### src/hw/sttsub_consts.vh
`ifndef STTSUB_CONSTS_VH
`define STTSUB_CONSTS_VH
// register byte addresses
`define STT_A_CTRL  8'h00
`define STT_A_OPA   8'h04
`define STT_A_OPB   8'h08
`define STT_A_OPC   8'h0c
`define STT_A_RES   8'h10
`define STT_A_SP    8'h14
`define STT_A_SW    8'h18
`define STT_A_PC    8'h1c
`define STT_A_VEC   8'h20
`define STT_A_IST   8'h24
`define STT_A_IMSK  8'h28
// control word fields
`define STT_OP      3:0
`define STT_SZ      5:4
`define STT_SGN     6
`define STT_CC      11:8
`define STT_BUSY    31
// operation codes
`define STT_OP_SUBTRACT_FROM_ADDRESS_REG 4'h0
`define STT_OP_SUBTRACT_IMMEDIATE 4'h1
`define STT_OP_SUBTRACT_QUICK 4'h2
`define STT_OP_SUBTRACT_WITH_EXTEND 4'h3
`define STT_OP_SWAP 4'h4
`define STT_OP_TBL  4'h5
`define STT_OP_TBLN 4'h6
`define STT_OP_TRAP 4'h7
`define STT_OP_TRCC 4'h8
`define STT_OP_TRV  4'h9
`define STT_OP_TST  4'ha
`define STT_OP_FRAME_RELEASE 4'hb
// operand sizes
`define STT_SZ_B    2'h0
`define STT_SZ_W    2'h1
// status word layout
`define STT_SW_T    15
`define STT_SW_S    13
`define STT_CC_X    4
`define STT_CC_N    3
`define STT_CC_Z    2
`define STT_CC_V    1
`define STT_CC_C    0
`define STT_SW_MASK 16'ha71f
`define STT_CC_MASK 16'h001f
`define STT_SW_RST  16'h2700
// exception stacking
`define STT_VEC_OVF 8'h07
`define STT_FMT     4'h0
`define STT_DEC_W   32'h00000002
`define STT_DEC_L   32'h00000004
`define STT_FRAME_RELEASE_INC 32'h00000004
`define STT_TBL_SH  8
// interrupt status bits
`define STT_EV_DONE 0
`define STT_EV_TRAP 1
`define STT_EV_PRIV 2
`define STT_EV_N    3
`endif

### src/hw/sttsub_core.v
// Notes on behaviour
// - condition codes reflect the previous operation for later conditional use
// - at user level only the condition-code byte of the status word is writable
// - at supervisor level the full status word is readable, but writes keep only the STT_SW_MASK bits
// - address subtract: source from address reg, word or long only
// - immediate and quick subtract into destination, byte word or long
// - extended subtract: destination minus source minus extend flag
// - table interpolate: first entry times 256 plus difference times low byte
// - unscaled table: difference times low byte over 256 plus first entry
// - trap stacks format/vector, then counter and status, loads vector address
// - conditional trap is taken only when its condition is true
// - overflow trap taken only when V is set, else continue
// - compare with zero only updates condition codes, operand unchanged
// - frame release: reg to stack pointer, pop reg, stack pointer plus 4
// - three-bit interrupt priority mask in supervisor part of status word
//
// The Wishbone interface to the registers and the register addresses were chosen for this implementation.
`include "sttsub_consts.vh"
`default_nettype none
module sttsub_core (
  input  wire        clock,
  input  wire        resetn,
  input  wire        ce,
  input  wire        wb_cyc_i,
  input  wire        wb_stb_i,
  input  wire        wb_we_i,
  input  wire [7:0]  wb_adr_i,
  input  wire [3:0]  wb_sel_i,
  input  wire [31:0] wb_dat_i,
  output wire [31:0] wb_dat_o,
  output wire        wb_ack_o,
  output wire        irq,
  output wire        push_valid,
  output wire        push_long,
  output wire [31:0] push_addr,
  output wire [31:0] push_data
);
  // ****************************************
  // reset release
  // ****************************************
  reg rs1_ff;
  reg rs2_ff;
  wire rstn = rs2_ff;
  // async assert, release through two flops
  always @(posedge clock or negedge resetn) begin
    if (!resetn) begin
      rs1_ff <= 1'b0;
      rs2_ff <= 1'b0;
    end else begin
      rs1_ff <= 1'b1;
      rs2_ff <= rs1_ff;
    end
  end

  // ****************************************
  // helpers
  // ****************************************
  function [31:0] szmask;
    input [1:0] s;
    begin
      case (s)
        `STT_SZ_B: szmask = 32'h000000ff;
        `STT_SZ_W: szmask = 32'h0000ffff;
        default:   szmask = 32'hffffffff;
      endcase
    end
  endfunction

  // sign bit at the operand size
  function topbit;
    input [32:0] v;
    input [1:0]  s;
    begin
      case (s)
        `STT_SZ_B: topbit = v[7];
        `STT_SZ_W: topbit = v[15];
        default:   topbit = v[31];
      endcase
    end
  endfunction

  // borrow out of the operand size
  function borrow;
    input [32:0] v;
    input [1:0]  s;
    begin
      case (s)
        `STT_SZ_B: borrow = v[8];
        `STT_SZ_W: borrow = v[16];
        default:   borrow = v[32];
      endcase
    end
  endfunction

  // table entry widened to 32 bits
  function [31:0] widen;
    input [31:0] v;
    input [1:0]  s;
    input        sg;
    begin
      case (s)
        `STT_SZ_B: widen = {{24{sg & v[7]}}, v[7:0]};
        `STT_SZ_W: widen = {{16{sg & v[15]}}, v[15:0]};
        default:   widen = v;
      endcase
    end
  endfunction

  // condition test against the code byte
  function cond_true;
    input [3:0] c;
    input [4:0] f;
    reg n, z, v, k;
    begin
      n = f[`STT_CC_N];
      z = f[`STT_CC_Z];
      v = f[`STT_CC_V];
      k = f[`STT_CC_C];
      case (c)
        4'h0: cond_true = 1'b1;
        4'h1: cond_true = 1'b0;
        4'h2: cond_true = ~k & ~z;
        4'h3: cond_true = k | z;
        4'h4: cond_true = ~k;
        4'h5: cond_true = k;
        4'h6: cond_true = ~z;
        4'h7: cond_true = z;
        4'h8: cond_true = ~v;
        4'h9: cond_true = v;
        4'ha: cond_true = ~n;
        4'hb: cond_true = n;
        4'hc: cond_true = n == v;
        4'hd: cond_true = n != v;
        4'he: cond_true = ~z & (n == v);
        default: cond_true = z | (n != v);
      endcase
    end
  endfunction

  // byte-lane merge of a bus write
  function [31:0] lanes;
    input [31:0] o;
    input [31:0] d;
    input [3:0]  sel;
    integer i;
    begin
      lanes = o;
      for (i = 0; i < 4; i = i + 1) begin
        if (sel[i]) lanes[i*8 +: 8] = d[i*8 +: 8];
      end
    end
  endfunction

  // ****************************************
  // state
  // ****************************************
  localparam ST_IDLE = 4'h1;
  localparam ST_FV   = 4'h2;
  localparam ST_PC   = 4'h4;
  localparam ST_SW   = 4'h8;

  reg [3:0]  st_ff;
  reg [11:0] ctrl_ff;
  reg [31:0] opa_ff;
  reg [31:0] opb_ff;
  reg [31:0] opc_ff;
  reg [31:0] res_ff;
  reg [31:0] sp_ff;
  reg [15:0] sw_ff;
  reg [31:0] pc_ff;
  reg [7:0]  vec_ff;
  reg [2:0]  ist_ff;
  reg [2:0]  imsk_ff;
  reg        ack_ff;
  reg [31:0] rd_ff;
  reg        pv_ff;
  reg        pl_ff;
  reg [31:0] pa_ff;
  reg [31:0] pd_ff;
  reg [7:0]  tvec_ff;

  wire busy = ~st_ff[0];
  wire req  = wb_cyc_i & wb_stb_i;
  // write lands on the edge where ack is seen
  wire wr   = req & wb_we_i & ack_ff;
  wire sup  = sw_ff[`STT_SW_S];
  wire go   = wr & (wb_adr_i == `STT_A_CTRL) & ~busy;

  // ****************************************
  // datapath on the command about to launch
  // ****************************************
  wire [31:0] cw   = lanes({20'h0, ctrl_ff}, wb_dat_i, wb_sel_i);
  wire [3:0]  op   = cw[`STT_OP];
  wire [1:0]  sz   = cw[`STT_SZ];
  wire [31:0] msk  = szmask(sz);
  wire [4:0]  condition_code_byte  = sw_ff[4:0];
  wire        xin  = condition_code_byte[`STT_CC_X];
  wire        usex = op == `STT_OP_SUBTRACT_WITH_EXTEND;
  wire        useq = op == `STT_OP_SUBTRACT_QUICK;
  // quick data 0 stands for 8
  wire [31:0] qd   = {28'h0, opb_ff[2:0] == 3'h0, opb_ff[2:0]};
  wire [31:0] sa   = opa_ff & msk;
  wire [31:0] sb   = (useq ? qd : opb_ff) & msk;
  wire [32:0] dif  = {1'b0, sa} - {1'b0, sb} - {32'h0, usex & xin};
  wire [31:0] dm   = dif[31:0] & msk;
  wire        dn   = topbit(dif, sz);
  wire        dc   = borrow(dif, sz);
  wire        dv   = (topbit({1'b0, sa}, sz) ^ topbit({1'b0, sb}, sz))
                   & (dn ^ topbit({1'b0, sa}, sz));
  wire [31:0] dres = (opa_ff & ~msk) | dm;
  // address subtract: word source sign-extended, full width result
  wire [31:0] asrc = (sz == `STT_SZ_W) ? {{16{opb_ff[15]}}, opb_ff[15:0]}
                                       : opb_ff;
  wire [31:0] ares = opa_ff - asrc;
  wire [31:0] swp  = {opa_ff[15:0], opa_ff[31:16]};
  // table entries and interpolation
  wire [31:0] ym   = widen(opb_ff, sz, cw[`STT_SGN]);
  wire [31:0] yn   = widen(opc_ff, sz, cw[`STT_SGN]);
  wire [31:0] td   = yn - ym;
  // both factors widened to the product width so no bits are lost
  wire signed [40:0] prod = $signed({{9{td[31]}}, td}) * $signed({33'h0, opa_ff[7:0]});
  wire [31:0] tint = (ym << `STT_TBL_SH) + prod[31:0];
  wire [31:0] tunr = ym + prod[`STT_TBL_SH +: 32];
  wire        ctrue = cond_true(cw[`STT_CC], condition_code_byte);
  wire        tst_z = (opa_ff & msk) == 32'h0;
  wire        tst_n = topbit({1'b0, opa_ff}, sz);

  // ****************************************
  // bus reads
  // ****************************************
  reg [31:0] rmux;
  always @* begin
    case (wb_adr_i)
      `STT_A_CTRL: rmux = {busy, 19'h0, ctrl_ff};
      `STT_A_OPA:  rmux = opa_ff;
      `STT_A_OPB:  rmux = opb_ff;
      `STT_A_OPC:  rmux = opc_ff;
      `STT_A_RES:  rmux = res_ff;
      `STT_A_SP:   rmux = sp_ff;
      // user level sees only the code byte
      `STT_A_SW:   rmux = {16'h0, sup ? sw_ff : {8'h0, sw_ff[7:0]}};
      `STT_A_PC:   rmux = pc_ff;
      `STT_A_VEC:  rmux = {24'h0, vec_ff};
      `STT_A_IST:  rmux = {29'h0, ist_ff};
      `STT_A_IMSK: rmux = {29'h0, imsk_ff};
      default:     rmux = 32'h0;
    endcase
  end

  // ****************************************
  // status word write request
  // ****************************************
  wire        sw_wr  = wr & (wb_adr_i == `STT_A_SW);
  wire [31:0] sw_lane = lanes({16'h0, sw_ff}, wb_dat_i, wb_sel_i);
  wire [15:0] sw_new  = sw_lane[15:0];
  // changing the upper byte at user level is refused and flagged
  wire        priv   = sw_wr & ~sup & wb_sel_i[1]
                     & (wb_dat_i[15:8] != sw_ff[15:8]);

  // ****************************************
  // events
  // ****************************************
  reg [2:0] ev;
  always @* begin
    ev = 3'h0;
    ev[`STT_EV_DONE] = go;
    ev[`STT_EV_TRAP] = st_ff[3];
    ev[`STT_EV_PRIV] = priv;
  end

  // ****************************************
  // main sequential logic
  // ****************************************
  always @(posedge clock or negedge rstn) begin
    if (!rstn) begin
      st_ff   <= ST_IDLE;
      ctrl_ff <= 12'h000;
      opa_ff  <= 32'h0;
      opb_ff  <= 32'h0;
      opc_ff  <= 32'h0;
      res_ff  <= 32'h0;
      sp_ff   <= 32'h0;
      sw_ff   <= `STT_SW_RST;
      pc_ff   <= 32'h0;
      vec_ff  <= 8'h00;
      tvec_ff <= 8'h00;
      ist_ff  <= 3'h0;
      imsk_ff <= 3'h0;
      ack_ff  <= 1'b0;
      rd_ff   <= 32'h0;
      pv_ff   <= 1'b0;
      pl_ff   <= 1'b0;
      pa_ff   <= 32'h0;
      pd_ff   <= 32'h0;
    end else if (ce) begin
      // one-wait-state slave, ack drops after one cycle
      ack_ff <= req & ~ack_ff;
      rd_ff  <= rmux;
      pv_ff  <= 1'b0;
      // sticky events, a new event beats the clear
      if (wr & (wb_adr_i == `STT_A_IST))
        ist_ff <= (ist_ff & ~wb_dat_i[2:0]) | ev;
      else
        ist_ff <= ist_ff | ev;
      if (wr & (wb_adr_i == `STT_A_IMSK)) imsk_ff <= wb_dat_i[2:0];
      // plain register writes
      if (wr & (wb_adr_i == `STT_A_OPA)) opa_ff <= lanes(opa_ff, wb_dat_i, wb_sel_i);
      if (wr & (wb_adr_i == `STT_A_OPB)) opb_ff <= lanes(opb_ff, wb_dat_i, wb_sel_i);
      if (wr & (wb_adr_i == `STT_A_OPC)) opc_ff <= lanes(opc_ff, wb_dat_i, wb_sel_i);
      if (wr & (wb_adr_i == `STT_A_PC) & ~busy) pc_ff <= lanes(pc_ff, wb_dat_i, wb_sel_i);
      if (wr & (wb_adr_i == `STT_A_SP) & ~busy) sp_ff <= lanes(sp_ff, wb_dat_i, wb_sel_i);
      if (wr & (wb_adr_i == `STT_A_VEC)) vec_ff <= wb_sel_i[0] ? wb_dat_i[7:0] : vec_ff;
      // mask field and control bits only for supervisor
      if (sw_wr & ~busy) begin
        if (sup)
          sw_ff <= sw_new & `STT_SW_MASK;
        else
          sw_ff <= (sw_ff & ~`STT_CC_MASK) | (sw_new & `STT_CC_MASK);
      end
      if (go) begin
        ctrl_ff <= cw[11:0];
        case (op)
          `STT_OP_SUBTRACT_FROM_ADDRESS_REG: begin
            res_ff <= ares;
            opa_ff <= ares;
          end
          `STT_OP_SUBTRACT_IMMEDIATE, `STT_OP_SUBTRACT_QUICK, `STT_OP_SUBTRACT_WITH_EXTEND: begin
            res_ff <= dres;
            opa_ff <= dres;
            sw_ff[`STT_CC_X] <= dc;
            sw_ff[`STT_CC_C] <= dc;
            sw_ff[`STT_CC_N] <= dn;
            sw_ff[`STT_CC_V] <= dv;
            // extended form only clears Z, so chains test as one
            sw_ff[`STT_CC_Z] <= (dm == 32'h0) & (~usex | condition_code_byte[`STT_CC_Z]);
          end
          `STT_OP_SWAP: begin
            res_ff <= swp;
            opa_ff <= swp;
            sw_ff[`STT_CC_N] <= swp[31];
            sw_ff[`STT_CC_Z] <= swp == 32'h0;
            sw_ff[`STT_CC_V] <= 1'b0;
            sw_ff[`STT_CC_C] <= 1'b0;
          end
          `STT_OP_TBL, `STT_OP_TBLN: begin
            res_ff <= (op == `STT_OP_TBL) ? tint : tunr;
            opa_ff <= (op == `STT_OP_TBL) ? tint : tunr;
            sw_ff[`STT_CC_N] <= (op == `STT_OP_TBL) ? tint[31] : tunr[31];
            sw_ff[`STT_CC_Z] <= ((op == `STT_OP_TBL) ? tint : tunr) == 32'h0;
            sw_ff[`STT_CC_V] <= 1'b0;
            sw_ff[`STT_CC_C] <= 1'b0;
          end
          `STT_OP_TST: begin
            // operand left alone, only codes move
            sw_ff[`STT_CC_N] <= tst_n;
            sw_ff[`STT_CC_Z] <= tst_z;
            sw_ff[`STT_CC_V] <= 1'b0;
            sw_ff[`STT_CC_C] <= 1'b0;
          end
          `STT_OP_FRAME_RELEASE: begin
            opa_ff <= opc_ff;
            res_ff <= opc_ff;
            sp_ff  <= opa_ff + `STT_FRAME_RELEASE_INC;
          end
          default: begin
          end
        endcase
        // exception entry, first push is the format/vector word
        if ((op == `STT_OP_TRAP) | ((op == `STT_OP_TRCC) & ctrue)
            | ((op == `STT_OP_TRV) & condition_code_byte[`STT_CC_V])) begin
          tvec_ff <= (op == `STT_OP_TRAP) ? vec_ff : `STT_VEC_OVF;
          st_ff   <= ST_FV;
        end
      end
      // stacking sequence, one push per cycle
      case (st_ff)
        ST_IDLE: begin
        end
        ST_FV: begin
          sp_ff <= sp_ff - `STT_DEC_W;
          pa_ff <= sp_ff - `STT_DEC_W;
          pd_ff <= {16'h0, `STT_FMT, 2'h0, tvec_ff, 2'h0};
          pl_ff <= 1'b0;
          pv_ff <= 1'b1;
          st_ff <= ST_PC;
        end
        ST_PC: begin
          sp_ff <= sp_ff - `STT_DEC_L;
          pa_ff <= sp_ff - `STT_DEC_L;
          pd_ff <= pc_ff;
          pl_ff <= 1'b1;
          pv_ff <= 1'b1;
          st_ff <= ST_SW;
        end
        ST_SW: begin
          sp_ff <= sp_ff - `STT_DEC_W;
          pa_ff <= sp_ff - `STT_DEC_W;
          pd_ff <= {16'h0, sw_ff};
          pl_ff <= 1'b0;
          pv_ff <= 1'b1;
          pc_ff <= {22'h0, tvec_ff, 2'h0};
          sw_ff[`STT_SW_S] <= 1'b1;
          sw_ff[`STT_SW_T] <= 1'b0;
          st_ff <= ST_IDLE;
        end
        default: st_ff <= ST_IDLE;
      endcase
    end
  end

  // ****************************************
  // outputs
  // ****************************************
  assign wb_ack_o   = ack_ff;
  assign wb_dat_o   = rd_ff;
  assign irq        = |(ist_ff & imsk_ff);
  assign push_valid = pv_ff;
  assign push_long  = pl_ff;
  assign push_addr  = pa_ff;
  assign push_data  = pd_ff;
endmodule
`default_nettype wire
### config.mk
export PLATFORM = sky130hd
export DESIGN_NAME = sttsub_core
export DESIGN_NICKNAME = d
export VERILOG_FILES = /design/src/hw/sttsub_core.v
export VERILOG_INCLUDE_DIRS = /design/src /design/src/hw
export SDC_FILE = /design/constraint.sdc
export NUM_CORES = 2
export LEC_CHECK = 0
export BUFFER_PORTS_ARGS = -buffer_cell sky130_fd_sc_hd__buf_4
export CAP_MARGIN = 10
export CORE_ASPECT_RATIO = 1.4
export CORE_MARGIN = 4
export CORE_UTILIZATION = 55
export DETAILED_ROUTE_END_ITERATION = 10
export PLACE_DENSITY = 0.78
export SLEW_MARGIN = 40
export SYNTH_ARGS = -nofsm -noshare
export SYNTH_HDL_FRONTEND = slang
export SYNTH_SLANG_ARGS = --single-unit
### constraint.sdc
create_clock -name clock -period 15.65 [get_ports clock]
set_clock_uncertainty 0.2 [all_clocks]
set_input_delay 2.3475 -clock clock [delete_from_list [all_inputs] [get_ports clock]]
set_output_delay 2.3475 -clock clock [all_outputs]
set_load 0.01 [all_outputs]
## Word level (Yosys, flattened, before mapping)

Cells that the tools add are included.

| word-level totals | value |
|---|---|
| register bits after elaboration | 347 |
| bits of input ports | 50 |
| output and inout port bits | 100 |
| logic and storage cells | 256 |

| operators by class | value |
|---|---|
| add/sub/neg operators | 9 |
| multipliers | 1 |
| eq/ne operators | 47 |
| mux-type cells | 57 |
| bitwise operators | 59 |
| reduce and logical (&&, ||, !) cells | 48 |

Operator list:

| operator | number |
|---|---|
| one-hot mux 32 bit (11 select lines) | 1 |
| two-way mux 32 bit | 10 |
| one-hot mux 32 bit (2 select lines) | 5 |
| one-hot mux 32 bit (5 select lines) | 2 |
| AND 32 bit | 4 |
| logical NOT 32 bit | 4 |
| two-way mux 8 bit | 14 |
| one-hot mux 32 bit (3 select lines) | 1 |
| adder 32 bit | 2 |
| subtractor 32 bit | 2 |
| AND reduction 3 bit | 19 |
| == test 4 bit (second input constant) | 12 |
| two-way mux 16 bit | 3 |
| multiplier 32 x 9 -> 40 bit | 1 |
| == test 4 x 3 -> 1 bit (second input constant) | 9 |
| subtractor 32 x 32 -> 33 bit | 1 |
| subtractor 33 x 1 -> 33 bit | 1 |
| adder 32 x 3 -> 32 bit (second input constant) | 1 |
| AND 1 bit | 32 |
| == test 8 x 5 -> 1 bit (second input constant) | 4 |
| NOT 32 bit | 1 |
| OR 32 bit | 1 |
| subtractor 32 x 2 -> 32 bit (second input constant) | 1 |
| subtractor 32 x 3 -> 32 bit (second input constant) | 1 |
| 37 further kinds | 89 |

## Logic depth before layout (Yosys ltp)

| logic depth | value |
|---|---|
| word-level depth | 11 |
| depth in mapped cells | 52 |
| depth with buffers taken out | 49 |

## Worst setup path before layout

OpenSTA, ideal clock, no wires.

| path | value |
|---|---|
| path kind | input-to-reg |
| start | input port wb_sel_i[0] |
| end | register opa_ff[31] |
| library setup time | 133 ps |
| arrival time | 13012 ps |
| data required time | 15317 ps |
| path slack | 2305 ps |
| stages on the path | 50 |
| buffers on the path | 7 |
| cells stage by stage | buf_6 > buf_2 > buf_1 > mux2i_1 > clkbuf_1 > clkbuf_1 > clkbuf_1 > nor2_1 > nor2_1 > inv_1 > ha_1 > nand3_1 > o22ai_1 > nor2_1 > o31ai_1 > a2111o_1 > a31o_2 > a21oi_1 > [14 not listed] > o31ai_1 > nand2b_1 > a221o_1 > a21o_1 > a21oi_1 > xnor2_1 > ha_1 > clkbuf_1 > inv_1 > o21bai_1 > a21oi_1 > or4_1 > o31ai_1 > and4b_1 > xnor2_1 > o21ai_1 > a221oi_2 > o21ai_0 |

| on the way | value |
|---|---|
| word-level cells in the longest chain between the ends | 10 |
| elaborated cells between the ends (all ways) | 39 |
| classes of those cells | add/sub (6); mul (1); eq/ne (8); mux (9); bitwise (11); reduce/logical (4) |

Ends and longest elaborated chain:

| what | RTL line | RTL |
|---|---|---|
| from (decl) | sttsub_core.v:28 | `input wire [3:0] wb_sel_i,` |
| two-way mux 7 bit * | sttsub_core.v:149 | `if (sel[i]) lanes[i*8 +: 8] = d[i*8 +: 8];` |
| branches (longest 7 deep; another with multiplier 32 x 9 -> 40 bit) | - |  |
| one-hot mux 32 bit (5 select lines) * | sttsub_core.v:322 | `case (op)` |
| two-way mux 32 bit * | sttsub_core.v:320 | `if (go) begin` |
| to (signal assigned) | sttsub_core.v:325 | `opa_ff <= ares;` |
| to (signal assigned) | sttsub_core.v:329 | `opa_ff <= dres;` |
| to (signal assigned) | sttsub_core.v:339 | `opa_ff <= swp;` |
| to (decl) | sttsub_core.v:164 | `reg [31:0] opa_ff;` |

Every way passes the cells marked *.
A chain may end at the register's enable or synchronous reset.

## Final worst setup path

Same ends and word-level chain as after synthesis.

==> impl_metrics.toml <==
[outcome]
outcome = "finished, final reports clean"

[yosys]
syn-cell-area_sq_um = 35800
synth_ff_type = "dfrtp_1"
ys_top_cells_by_area = "dfrtp_1 23%, fa_1 11%, ha_1 8.4%"
syn_nets = 4832
postSynthCellCount = 4342
async_flop_share = 1.00
synth_top_cell_by_area = "dfrtp_1"
synth_top_area_share = 0.235
yosysUniqueCellTypes = 105
ys_warn_count = 0
yosys_register_bits = 341
syn_avg_cell_area_sq_um = 8.24
synth-seq-area-share = 0.239
synth-edff-count = 0

[critical_path]
slowest_delay_ps = 610
cp_slowest_cell = "a2111oi_0"
critical_path_class = "input port to flip-flop"
timing.rr.start = "ctrl_ff[5]"
reg2reg_to = "opa_ff[31]"
cp_max_fo = 39
critPathLaunchType = "input port"
reg2reg_slack_ps = 3270
cp_data_arrival_time_ps = 14310
crit_path_end_kind = "flip-flop"
cp-startpoint = "wb_sel_i[0]"
critPathRequiredTime_ps = 15870
cp-endpoint = "opa_ff[31]"
r2r_cells = 45

[clock_tree]
cts_tree = "built"
cts_resized = 0
htree_levels = 1
cts_setup_buffers = 0
cts_sinks = 341
root_buffer = "clkbuf_16"
clk_path_buf_depth = 3
clk_pin_slew_ps = 70
clk_latency_ps = 570
holdBufCountCts = 0
cts_buffers = 29

[power_and_ir_drop]
finalPower_mw = 2.08
p_leak_nw = 19.1
ir_drop_mv = 0.102
powerDensity_nw_per_um2 = 53.8

[grt]
grt_usage = 0.363
grt_antenna_before_repair = 0
gr-usage-met3 = 0.0608
grt_use_met1 = 0.416
grt-busiest-layer = "met2"
grt_pass1_vias = 34200
grtUsageMet2 = 0.604
grt_overflow_total = 0
grt_pass1_wl_um = 198000
grt_max_degree = 78

[placed_design]
hpwl_um = 99800
placed_area_sq_um = 37600
io_buffers = 149
gp_congestion = 1.08
dp_cells = 5139
dp_slack_ps = 1200

[timing]
finalHoldViolCount = 0
setup_violations = 0
setup_ws_ps = 1570
slew_headroom = 0.352
finalCritPeriodShare = 0.900
worstMarginPinSlew_ps = 965
grt_setup_unrepaired = "false"
worst_hold_slack_ps = 24.2
timing.final.max_slew_violations = 0
fmax_mhz = 71.0
tns_ps = 0
fin_crit_ps = 14080

[route]
drc = 0
drt-total-wl_um = 129000
drt_first_pass_iters = 8
vias_per_cell = 6.57
ant_nets = 0
wire_per_inst_um = 24.8
dr_total_vias = 34100
drt_iter0_drc = 3735

[worst_hold_path]
min_path_type = "flip-flop to async pin"

[layout]
nets = 4822
fin_util = 0.599
syn_to_final_growth_pct = 7.87
fillers = 5747
stdcell_count = 5194
multiInputGateArea_sq_um = 24800
stdcell_area_sq_um = 38600
seq_area_sq_um = 8540
drive_above_1_share = 0.102

[die]
row_count = 110
die_area_sq_um = 69300
initial_core_util = 0.556
io_pins = 150
fp.dieW_um = 224
die_h_um = 310
core_sq_um = 64400

[flow_run]
maxCapViolations = 0
==> worst min-delay path by stage <==
stage               depth (start not counted)  slack, ps             to   start
floorplan                                   0        130         rs2_ff  rs1_ff
global placement                            0        150         rs2_ff  rs1_ff
detailed placement                          0        140         rs2_ff  rs1_ff
CTS                                         0        170         rs2_ff  rs1_ff
global route                                0         50  push_addr[21]  rs2_ff
finish                                      0         20      pc_ff[21]  rs2_ff
==> kinds of logic (layout without fill, tap and decap cells) <==
group,Yosys count,count (layout),share of synthesized area
fa+ha+maj,440,440,0.196
simple gates,1380,1380,0.183
other cells,1,2,0.000105
flops,341,341,0.239
mux,132,132,0.0403
compound gates,1143,1143,0.216
buf+inv,686,697,0.0727
xor+xnor,219,219,0.0536
==> area by class of cell <==
cell class	count	share of cell area
multi-input cells	3315	0.642
flip-flops and latches	341	0.221
repair buffers	215	0.0426
inverters	430	0.0418
well taps	840	0.0272
clock buffers	35	0.0202
clock inverters	17	0.00489
diodes	1	0.0000648
==> report_power, final <==
group,switching (mW),internal (mW)
logic,0.248,0.131
clock network,0.347,0.407
registers,0.0426,0.903
total,0.637,1.44
==> critical path, delay by kind of cell <==
kind                     cells  cell delay, ps
AO/OA/AOI/OAI               19            4420
adder cells (fa/ha/maj)      7            3150
AND/OR/NAND/NOR             12            2850
XOR/XNOR                     3             780
buffers and inverters        5             680
==> placed cells by master (no fill, tap or decap), types with 51 or more instances in the layout <==
master | synthesis | layout
fa_1 | 201 | 201
and3_1 | 58 | 58
mux2_2 | 89 | 89
a21oi_1 | 306 | 306
a221oi_1 | 51 | 51
o21ai_0 | 198 | 197
inv_1 | 428 | 428
xor2_1 | 66 | 66
nand2_1 | 523 | 519
a21o_1 | 103 | 103
dfrtp_1 | 336 | 335
nor2_1 | 289 | 279
a22oi_1 | 52 | 52
xnor2_1 | 153 | 149
nand3_1 | 135 | 135
ha_1 | 239 | 239
buf_4 | 0 | 209
and2_1 | 148 | 148
==> per-layer routing <==
layer,part of all wire,up-vias,wire (um)
met4,0.097,0,12500
met2,0.47,1937,59900
met3,0.088,644,11300
met1,0.35,16400,44800
met5,0,-,0
li1,-,15100,-
==> sequential cells by signal (all words and copies together), names as in the netlist <==
name        cells
opa_ff         32
opb_ff         32
opc_ff         32
pc_ff          32
push_addr      32
push_data      32
res_ff         32
sp_ff          32
wb_dat_o       32
ctrl_ff        12
sw_ff          10
tvec_ff         8
vec_ff          8
st_ff           4
imsk_ff         3
ist_ff          3
push_long       1
push_valid      1
rs1_ff          1
rs2_ff          1
wb_ack_o        1
==> cells in the mapped netlist, types with 89 or more instances <==
library cell  count
and2_1          148
dfrtp_1         336
o21ai_0         198
nand3_1         135
mux2_2           89
inv_1           428
a21oi_1         306
a21o_1          103
xnor2_1         153
nor2_1          289
ha_1            239
nand2_1         523
clkbuf_1        225
fa_1            201
Power figures use the tool's default switching activity.
